$ cat config.mk
export PLATFORM = sky130hd
export DESIGN_NAME = ext_int_latch
export DESIGN_NICKNAME = d
export VERILOG_FILES = /design/src/rtl/ext_int_pkg.sv /design/src/rtl/ext_int_latch.sv
export SDC_FILE = /design/constraint.sdc
export NUM_CORES = 1
export LEC_CHECK = 0
export ABC_CLOCK_PERIOD_IN_PS = 2000
export BUFFER_PORTS_ARGS = -buffer_cell sky130_fd_sc_hd__buf_4
export CORE_MARGIN = 2
export CORE_UTILIZATION = 47
export DETAILED_ROUTE_END_ITERATION = 7
export PLACE_DENSITY = 0.89
export REMOVE_ABC_BUFFERS = 1
export SKIP_CTS_REPAIR_TIMING = 1
export SLEW_MARGIN = 20
export SYNTH_ARGS = -nofsm -noshare
export SYNTH_HDL_FRONTEND = slang
export SYNTH_SLANG_ARGS = --single-unit
$ cat constraint.sdc
create_clock -name CORE_CLK -period 2 [get_ports CORE_CLK]
set_input_delay 0.1 -clock CORE_CLK [delete_from_list [all_inputs] [get_ports CORE_CLK]]
set_output_delay 0.1 -clock CORE_CLK [all_outputs]
set_load 0.01 [all_outputs]
$ cat src/rtl/ext_int_pkg.sv
// Package holding register map, field layout and types of the external interrupt latch unit.
package ext_int_pkg;

	localparam int          NUM_CHAN         = 2;
	localparam int          ADDR_W           = 8;
	// Register offsets are word indexes; the byte address is four times the index.
	localparam logic [7:0]  IDX_B_SC         = 8'h1c;
	localparam logic [7:0]  IDX_A_SC         = 8'h1e;
	localparam logic [7:0]  IDX_BREAK_CTRL   = 8'h20;
	localparam logic [7:0]  IDX_IRQ_STATUS   = 8'h21;
	localparam logic [7:0]  IDX_IRQ_MASK     = 8'h22;
	localparam logic [7:0]  IDX_PIN_LEVEL    = 8'h23;
	localparam int          IDX_SHIFT        = 2;

	// Status and control field positions.
	localparam int          BIT_SENSE        = 0;
	localparam int          BIT_MASK         = 1;
	localparam int          BIT_ACK          = 2;
	localparam int          BIT_PEND         = 3;
	localparam int          BIT_PULLUP_DIS   = 4;
	localparam int          BIT_BREAK_CLR_EN = 0;
	localparam int          BIT_IN_BREAK     = 1;

	localparam logic [1:0]  RESP_OKAY        = 2'h0;
	localparam logic [1:0]  RESP_SLVERR      = 2'h2;
	localparam logic [31:0] READ_ZERO        = 32'h0000_0000;
	localparam logic [1:0]  CHAN_ZERO        = 2'h0;

	typedef struct packed {
		logic pullup_dis;
		logic mask;
		logic sense;
	} chan_ctrl_type;

	typedef struct packed {
		logic [ADDR_W-1:0] addr;
		logic [31:0]       data;
		logic [3:0]        strb;
	} wr_req_type;

	typedef enum logic [1:0] {
		WR_IDLE,
		WR_RESP
	} wr_state_type;

endpackage

$ cat src/rtl/ext_int_latch.sv
// Two-channel external interrupt latch unit with an AXI4-Lite register slave.
//
// The AXI4-Lite slave port was decided locally.
`timescale 1ns/1ps
//
// Notes on behaviour
// Low pin sets latch; acknowledge or reset clears.
// Level mode clears after acknowledge and pin high.
// Vector fetch produces acknowledge clearing latch.
// Acknowledge bit write-one clears, reads zero.
// Edge after acknowledge latches fresh request.
// Acknowledge and pin-high in either order.
// Reset clears latch and sensitivity bit.
// Edge mode: acknowledge clears latch immediately.
// Pending flag reflects latch, ignoring mask.
// Mask bit blocks request; reset clears mask.
// Sensitivity bit selects edge or edge-level.
// First pin level visible to branch logic.
// First pullup fixed; second pullup disable bit.
// Break-clear enable lets break acknowledges clear.
// Break-clear disabled: break acknowledges ignored.
// Software masks level channel inside handler.
// Pins pass two flops; falling edge detect.
// Request is latch and not mask.
module ext_int_latch
	import ext_int_pkg::*;
(
	input  wire logic                           CORE_CLK,        // Bus clock.
	input  wire logic                           RST_N,           // Async reset, active low.
	input  wire logic [ext_int_pkg::NUM_CHAN-1:0] EXT_INT_PIN_N, // Pins, active low, 0=a.
	input  wire logic [ext_int_pkg::NUM_CHAN-1:0] VECTOR_FETCH,  // CPU vector fetch per chan.
	input  wire logic                           BREAK_STATE,     // CPU in break state.
	output logic      [ext_int_pkg::NUM_CHAN-1:0] INT_REQ,       // Unmasked requests to CPU.
	output logic                                PIN_A_LEVEL,     // Pin a level for branches.
	output logic      [ext_int_pkg::NUM_CHAN-1:0] PULLUP_EN,     // Pullup enable per pin.
	output logic                                IRQ,             // Summary interrupt level.
	input  wire logic [ext_int_pkg::ADDR_W-1:0] AWADDR,          // Write address.
	input  wire logic                           AWVALID,         // Write address valid.
	output logic                                AWREADY,         // Write address ready.
	input  wire logic [31:0]                    WDATA,           // Write data.
	input  wire logic [3:0]                     WSTRB,           // Write strobes.
	input  wire logic                           WVALID,          // Write data valid.
	output logic                                WREADY,          // Write data ready.
	output logic [1:0]                          BRESP,           // Write response.
	output logic                                BVALID,          // Write response valid.
	input  wire logic                           BREADY,          // Write response ready.
	input  wire logic [ext_int_pkg::ADDR_W-1:0] ARADDR,          // Read address.
	input  wire logic                           ARVALID,         // Read address valid.
	output logic                                ARREADY,         // Read address ready.
	output logic [31:0]                         RDATA,           // Read data.
	output logic [1:0]                          RRESP,           // Read response.
	output logic                                RVALID,          // Read valid.
	input  wire logic                           RREADY           // Read ready.
);
	import ext_int_pkg::*;

	logic          [NUM_CHAN-1:0] sync1_r;
	logic          [NUM_CHAN-1:0] sync2_r;
	logic          [NUM_CHAN-1:0] prev_r;
	logic          [NUM_CHAN-1:0] latch_r;
	logic          [NUM_CHAN-1:0] latch_nxt;
	logic          [NUM_CHAN-1:0] sense_r;
	logic          [NUM_CHAN-1:0] mask_r;
	logic          [NUM_CHAN-1:0] fall;
	logic          [NUM_CHAN-1:0] sw_ack;
	logic          [NUM_CHAN-1:0] ack_seen_r;
	logic          [NUM_CHAN-1:0] ack_any;
	logic          [NUM_CHAN-1:0] irq_status_r;
	logic          [NUM_CHAN-1:0] irq_mask_r;
	logic          [NUM_CHAN-1:0] status_w1c;
	logic                         pullup_dis_r;
	logic                         settle1_r;
	logic                         settle2_r;
	logic                         break_clr_en_r;
	logic                         aw_held_r;
	logic                         w_held_r;
	wr_req_type                   wr_r;
	wr_state_type                 wr_state_r;
	logic                         wr_fire;
	logic [ADDR_W-1:0]            wr_idx;
	logic [ADDR_W-1:0]            rd_idx;
	logic [31:0]                  rd_data;
	logic                         rd_ok;
	chan_ctrl_type                ctrl_a;
	chan_ctrl_type                ctrl_b;

	// Write address and data may arrive in either order; both are held until paired.
	assign wr_fire = (wr_state_r == WR_IDLE) && (aw_held_r || (AWVALID && AWREADY))
		&& (w_held_r || (WVALID && WREADY));
	assign wr_idx  = wr_r.addr >> IDX_SHIFT;
	assign rd_idx  = ARADDR >> IDX_SHIFT;
	assign ctrl_a  = '{pullup_dis: 1'b0, mask: mask_r[0], sense: sense_r[0]};
	assign ctrl_b  = '{pullup_dis: pullup_dis_r, mask: mask_r[1], sense: sense_r[1]};

	always_ff @(posedge CORE_CLK or negedge RST_N) begin
		if (!RST_N) begin
			aw_held_r <= 1'b0;
			w_held_r  <= 1'b0;
			wr_r      <= '0;
			AWREADY   <= 1'b0;
			WREADY    <= 1'b0;
		end else begin
			AWREADY <= !aw_held_r && !(AWVALID && AWREADY) && (wr_state_r == WR_IDLE);
			WREADY  <= !w_held_r && !(WVALID && WREADY) && (wr_state_r == WR_IDLE);
			if (AWVALID && AWREADY) begin
				wr_r.addr <= AWADDR;
			end
			if (WVALID && WREADY) begin
				wr_r.data <= WDATA;
				wr_r.strb <= WSTRB;
			end
			if (wr_fire) begin
				aw_held_r <= 1'b0;
				w_held_r  <= 1'b0;
				AWREADY   <= 1'b0;
				WREADY    <= 1'b0;
			end else begin
				if (AWVALID && AWREADY) begin
					aw_held_r <= 1'b1;
				end
				if (WVALID && WREADY) begin
					w_held_r <= 1'b1;
				end
			end
		end
	end

	// The write takes effect one cycle after pairing, from the held copy.
	logic wr_do_r;
	always_ff @(posedge CORE_CLK or negedge RST_N) begin
		if (!RST_N) begin
			wr_do_r    <= 1'b0;
			wr_state_r <= WR_IDLE;
			BVALID     <= 1'b0;
			BRESP      <= RESP_OKAY;
		end else begin
			wr_do_r <= wr_fire;
			if (wr_fire) begin
				wr_state_r <= WR_RESP;
			end
			if (wr_do_r) begin
				BVALID <= 1'b1;
				if ((wr_idx == IDX_A_SC) || (wr_idx == IDX_B_SC) || (wr_idx == IDX_BREAK_CTRL)
					|| (wr_idx == IDX_IRQ_STATUS) || (wr_idx == IDX_IRQ_MASK)
					|| (wr_idx == IDX_PIN_LEVEL)) begin
					BRESP <= RESP_OKAY;
				end else begin
					BRESP <= RESP_SLVERR;
				end
			end else if (BVALID && BREADY) begin
				BVALID     <= 1'b0;
				wr_state_r <= WR_IDLE;
			end
		end
	end

	// Software acknowledge strobes, gated by the break interlock.
	always_comb begin
		sw_ack     = CHAN_ZERO;
		status_w1c = CHAN_ZERO;
		if (wr_do_r && wr_r.strb[0]) begin
			// break acknowledge gating
			if (!BREAK_STATE || break_clr_en_r) begin
				if (wr_idx == IDX_A_SC) begin
					sw_ack[0] = wr_r.data[BIT_ACK];
				end else if (wr_idx == IDX_B_SC) begin
					sw_ack[1] = wr_r.data[BIT_ACK];
				end
			end
			if (wr_idx == IDX_IRQ_STATUS) begin
				status_w1c = wr_r.data[NUM_CHAN-1:0];
			end
		end
	end

	always_ff @(posedge CORE_CLK or negedge RST_N) begin
		if (!RST_N) begin
			sense_r        <= CHAN_ZERO;
			mask_r         <= CHAN_ZERO;
			pullup_dis_r   <= 1'b0;
			break_clr_en_r <= 1'b0;
			irq_mask_r     <= CHAN_ZERO;
		end else if (wr_do_r && wr_r.strb[0]) begin
			// control bits
			if (wr_idx == IDX_A_SC) begin
				sense_r[0] <= wr_r.data[BIT_SENSE];
				mask_r[0]  <= wr_r.data[BIT_MASK];
			end else if (wr_idx == IDX_B_SC) begin
				sense_r[1]   <= wr_r.data[BIT_SENSE];
				mask_r[1]    <= wr_r.data[BIT_MASK];
				pullup_dis_r <= wr_r.data[BIT_PULLUP_DIS];
			end else if (wr_idx == IDX_BREAK_CTRL) begin
				break_clr_en_r <= wr_r.data[BIT_BREAK_CLR_EN];
			end else if (wr_idx == IDX_IRQ_MASK) begin
				irq_mask_r <= wr_r.data[NUM_CHAN-1:0];
			end
		end
	end

	// two-flop synchroniser, edge on second stage
	// The edge history stays low until the synchroniser has flushed its reset value.
	// A pin held low through reset therefore does not fake a falling edge afterwards.
	always_ff @(posedge CORE_CLK or negedge RST_N) begin
		if (!RST_N) begin
			sync1_r   <= {NUM_CHAN{1'b1}};
			sync2_r   <= {NUM_CHAN{1'b1}};
			prev_r    <= '0;
			settle1_r <= 1'b0;
			settle2_r <= 1'b0;
		end else begin
			sync1_r   <= EXT_INT_PIN_N;
			sync2_r   <= sync1_r;
			settle1_r <= 1'b1;
			settle2_r <= settle1_r;
			prev_r    <= settle2_r ? sync2_r : '0;
		end
	end

	// Per-channel latch: edge sets; level mode also holds while the pin is low.
	genvar g;
	generate
		for (g = 0; g < NUM_CHAN; g++) begin : g_chan
			assign fall[g]    = prev_r[g] && !sync2_r[g];
			// vector fetch acknowledge
			assign ack_any[g] = VECTOR_FETCH[g] || sw_ack[g];
			always_comb begin
				latch_nxt[g] = latch_r[g];
				if (sense_r[g]) begin
					// clear needs acknowledge and pin high
					if ((ack_any[g] || ack_seen_r[g]) && sync2_r[g]) begin
						latch_nxt[g] = 1'b0;
					end
					// low level requests
					if (!sync2_r[g]) begin
						latch_nxt[g] = 1'b1;
					end
				end else if (ack_any[g]) begin
					// edge mode clears at once
					latch_nxt[g] = 1'b0;
				end
				// fresh edge wins over acknowledge
				if (fall[g]) begin
					latch_nxt[g] = 1'b1;
				end
			end
		end
	endgenerate

	always_ff @(posedge CORE_CLK or negedge RST_N) begin
		// reset clears latch
		if (!RST_N) begin
			latch_r    <= CHAN_ZERO;
			ack_seen_r <= CHAN_ZERO;
		end else begin
			latch_r    <= latch_nxt;
			ack_seen_r <= (ack_seen_r | ack_any) & latch_nxt & ~fall;
		end
	end

	// Sticky event bits for the summary interrupt; set wins over a same-cycle clear.
	always_ff @(posedge CORE_CLK or negedge RST_N) begin
		if (!RST_N) begin
			irq_status_r <= CHAN_ZERO;
			IRQ          <= 1'b0;
		end else begin
			irq_status_r <= (irq_status_r & ~status_w1c) | fall;
			IRQ          <= |(((irq_status_r & ~status_w1c) | fall) & ~irq_mask_r);
		end
	end

	always_ff @(posedge CORE_CLK or negedge RST_N) begin
		if (!RST_N) begin
			INT_REQ     <= CHAN_ZERO;
			PIN_A_LEVEL <= 1'b1;
			PULLUP_EN   <= {NUM_CHAN{1'b1}};
		end else begin
			// masked request
			INT_REQ     <= latch_nxt & ~mask_r;
			// pin a only
			PIN_A_LEVEL <= sync2_r[0];
			// pullups
			PULLUP_EN   <= {~pullup_dis_r, 1'b1};
		end
	end

	// Read mux. Acknowledge bits read zero.
	always_comb begin
		rd_data = READ_ZERO;
		rd_ok   = 1'b1;
		if (rd_idx == IDX_A_SC) begin
			// pending flag, ack reads zero
			rd_data[BIT_PEND]  = latch_r[0];
			rd_data[BIT_MASK]  = ctrl_a.mask;
			rd_data[BIT_SENSE] = ctrl_a.sense;
		end else if (rd_idx == IDX_B_SC) begin
			rd_data[BIT_PEND]       = latch_r[1];
			rd_data[BIT_MASK]       = ctrl_b.mask;
			rd_data[BIT_SENSE]      = ctrl_b.sense;
			rd_data[BIT_PULLUP_DIS] = ctrl_b.pullup_dis;
		end else if (rd_idx == IDX_BREAK_CTRL) begin
			rd_data[BIT_BREAK_CLR_EN] = break_clr_en_r;
			rd_data[BIT_IN_BREAK]     = BREAK_STATE;
		end else if (rd_idx == IDX_IRQ_STATUS) begin
			rd_data[NUM_CHAN-1:0] = irq_status_r;
		end else if (rd_idx == IDX_IRQ_MASK) begin
			rd_data[NUM_CHAN-1:0] = irq_mask_r;
		end else if (rd_idx == IDX_PIN_LEVEL) begin
			rd_data[NUM_CHAN-1:0] = sync2_r;
		end else begin
			rd_ok = 1'b0;
		end
	end

	always_ff @(posedge CORE_CLK or negedge RST_N) begin
		if (!RST_N) begin
			ARREADY <= 1'b0;
			RVALID  <= 1'b0;
			RDATA   <= READ_ZERO;
			RRESP   <= RESP_OKAY;
		end else begin
			ARREADY <= !RVALID && !(ARVALID && ARREADY);
			if (ARVALID && ARREADY) begin
				RVALID  <= 1'b1;
				ARREADY <= 1'b0;
				RDATA   <= rd_data;
				RRESP   <= rd_ok ? RESP_OKAY : RESP_SLVERR;
			end else if (RVALID && RREADY) begin
				RVALID <= 1'b0;
			end
		end
	end
endmodule

==> metrics.txt <==
outcome finished with violations; violated checks negative hold slack; Syn. warnings 0; sequential area share after synthesis around 55%; Data required, critical path 2190 ps; Die Height between 70 and 80 um; Final setup viols 0; first-pass GRT wire length 7170 um; Diodes inserted 0; CTS tree built; switching share of total power approximately 30%; pin count of the biggest net entering global routing 55; placed wire-length estimate between 3000 and 4000 um; cell with the most instances after synthesis dfrtp_1; maximum vdd drop ~0.86 mV; overall routed net length about 4400 um; pwr dens 1070 nW/um^2; Post-Layout Cell Count between 300 and 400; initial antenna violation count 0; Vias per Instance 4.93; hold path start RREADY; Global Route met1 Usage 20.3%; register share of total power a little over half; Commonest cells post-synth dfrtp_1 (48), buf_4 (31), mux2_2 (17); Buf/Inv on CP 0; Hold WS -24.5 ps; Clock Skews 6.42 ps; Switch Pwr about 0.92 mW; Power Internal roughly 2.2 mW; Crit path largest cell delay approximately 600 ps; final non-filler cell area ~2900 um^2; CP delay by family, top simple AND/OR/NAND/NOR gates; post-synth cell types 46; final setup TNS 0 ps; max FFs per register 6; Clock power frac between 20% and 30%; Slew headroom ~56%; critical path arrival ~1800 ps; Post-synth EDFFs 0; io pins ~110; TritonCTS buffer count 5; flops & latches, synth 54; final net count 320; Gate Count Post-Synth between 200 and 250; iteration count of the initial detailed-routing pass 4; Period minus WS final between 1500 and 2000 ps; worst reg-to-reg setup slack around 360 ps; critical path capture point type register; CTS max path bufs 2; fin worst setup slack roughly 360 ps; root buffer cell clkbuf_8; Max Cap Viol 0; CP max FO 5; RSZ-0062 raised after global routing false; critical path class register to register; H-tree levels 2; Iteration-0 DRC Markers 49; slowest CP cell nor4b_1; vias in the first global route approximately 1600; Port-buffer cells 44; via count around 1600; Tcrit/Tclk final about 80%; Avg Cell Area, Syn ~12 um^2; Wirelength per Cell 13.5 um; GRT busiest layer met2; Clock transition at path regs ~90 ps; dpl cells 316; Hold Fails Final Rpt 2; Area contributors post-synth dfrtp_1 (49%), buf_4 (9.4%), mux2_2 (7.8%), dfstp_2 (6.4%), a21oi_1 (2.4%); grt met3 use under 10%; initial core utilization ~49%; main flop type after synthesis dfrtp_1; Peak Freq 610 MHz; GPL Wtd Cong 0.857; floorplan core area 5070 um^2; clk_lat worst skew roughly 310 ps; synthesized area around 2500 um^2; crit path cell chain nor4b_1 > nand3_1 > a21oi_1 > o22ai_1; Placement Rows 26; Synth area leader dfrtp_1; Final ANT Viol Nets 0; ys async rst share 100%; Area growth, synth to finish 17.8%; die extent in x 76.5 um; Placed Area 2760 um^2; GRT met2 Usage between 20% and 30%; share of power burned in combinational logic approximately a quarter; Placement Setup Slack roughly 400 ps; top cell type's share of synthesized area between 40 and 50%; Leak around 1.3 nW; startpoint class of the critical path register; Hold WC Path Type input port to register; TritonCTS Sinks 54; reg2reg start wr_idx[3]; total grt overflow 0; fin. max-slew vios 0; Die Area approximately 5800 um^2; gr usage total about 15%; CP startpoint wr_idx[3]; share of cells above drive strength 1 between 30% and 40%; residual DRC count 0; Least-Margin Pin Slew between 600 and 700 ps
-- metrics by stage --
stage                     power, mW  hold WS, ps  utilization, %
after CTS                      3.12         -161            56.7
after global routing           3.29         2.77            57.3
after detailed placement       2.39          172            54.4
after floorplan                2.06         -196               -
after global placement         2.33          170            54.4
final                          3.11        -24.5            57.3
-- worst paths after layout --
path	end	depth (start not counted)
max	IRQ	4
min	RVALID	2
max reg2reg	IRQ	4
min reg2reg	sync2_r[0]	0
max in group asynchronous	prev_r[1]	2
min in group asynchronous	wr_state_r[1]	2
-- cells in the final DEF (no fill, tap or decap), types with 2 or more instances in the layout --
| master | count |
|---|---|
| a211oi_1 | 2 |
| a21oi_1 | 12 |
| a31oi_1 | 2 |
| and2_1 | 3 |
| and4b_1 | 2 |
| buf_4 | 44 |
| clkbuf_8 | 6 |
| conb_1 | 32 |
| dfrtp_1 | 48 |
| dfstp_2 | 6 |
| dlygate4sd3_1 | 3 |
| inv_1 | 7 |
| mux2_1 | 2 |
| mux2_2 | 17 |
| mux2i_1 | 4 |
| nand2_1 | 10 |
| nand3_1 | 3 |
| nand4_1 | 2 |
| nand4b_1 | 2 |
| nor2_1 | 10 |
| nor2b_1 | 3 |
| nor3b_1 | 6 |
| nor4_1 | 2 |
| nor4b_1 | 2 |
| o211ai_1 | 2 |
| o21ai_0 | 2 |
-- power by group through the flow --
| stage | logic (mW) | clock network, mW | registers, mW |
|---|---|---|---|
| after floorplan | 0.445 | 0 | 1.62 |
| after global placement | 0.701 | 0 | 1.63 |
| after detailed placement | 0.727 | 0 | 1.66 |
| after CTS | 0.729 | 0.754 | 1.64 |
| after global routing | 0.799 | 0.800 | 1.69 |
| final | 0.724 | 0.747 | 1.64 |
-- metal layers --
| metal | share of wire [%] | wire (um) |
|---|---|---|
| met3 | 6.1 | 270 |
| met5 | 0 | 0 |
| met4 | 1.4 | 61 |
| met1 | 43 | 1910 |
| met2 | 49 | 2160 |
-- final cells by class --
cell class / count / area (um^2)
inverters: 7 / 26.3
clock buffers: 7 / 86.3
clock inverters: 1 / 30.0
flip-flops and latches: 54 / 1360
multi-input cells: 141 / 958
fillers: 438 / 2170
repair buffers: 47 / 360
well taps: 70 / 87.6
-- kinds of logic (layout without fill, tap and decap cells) --
group / count (synthesis) / count (layout) / synth area share, %
AO/OA/AOI/OAI: 30 / 30 / 8.26
buffers and inverters: 39 / 62 / 10.7
flip-flops: 54 / 54 / 55.0
multiplexers: 24 / 24 / 11.2
other: 2 / 32 / 0.304
AND/OR/NAND/NOR: 55 / 55 / 14.5
Power figures use the tool's default switching activity.
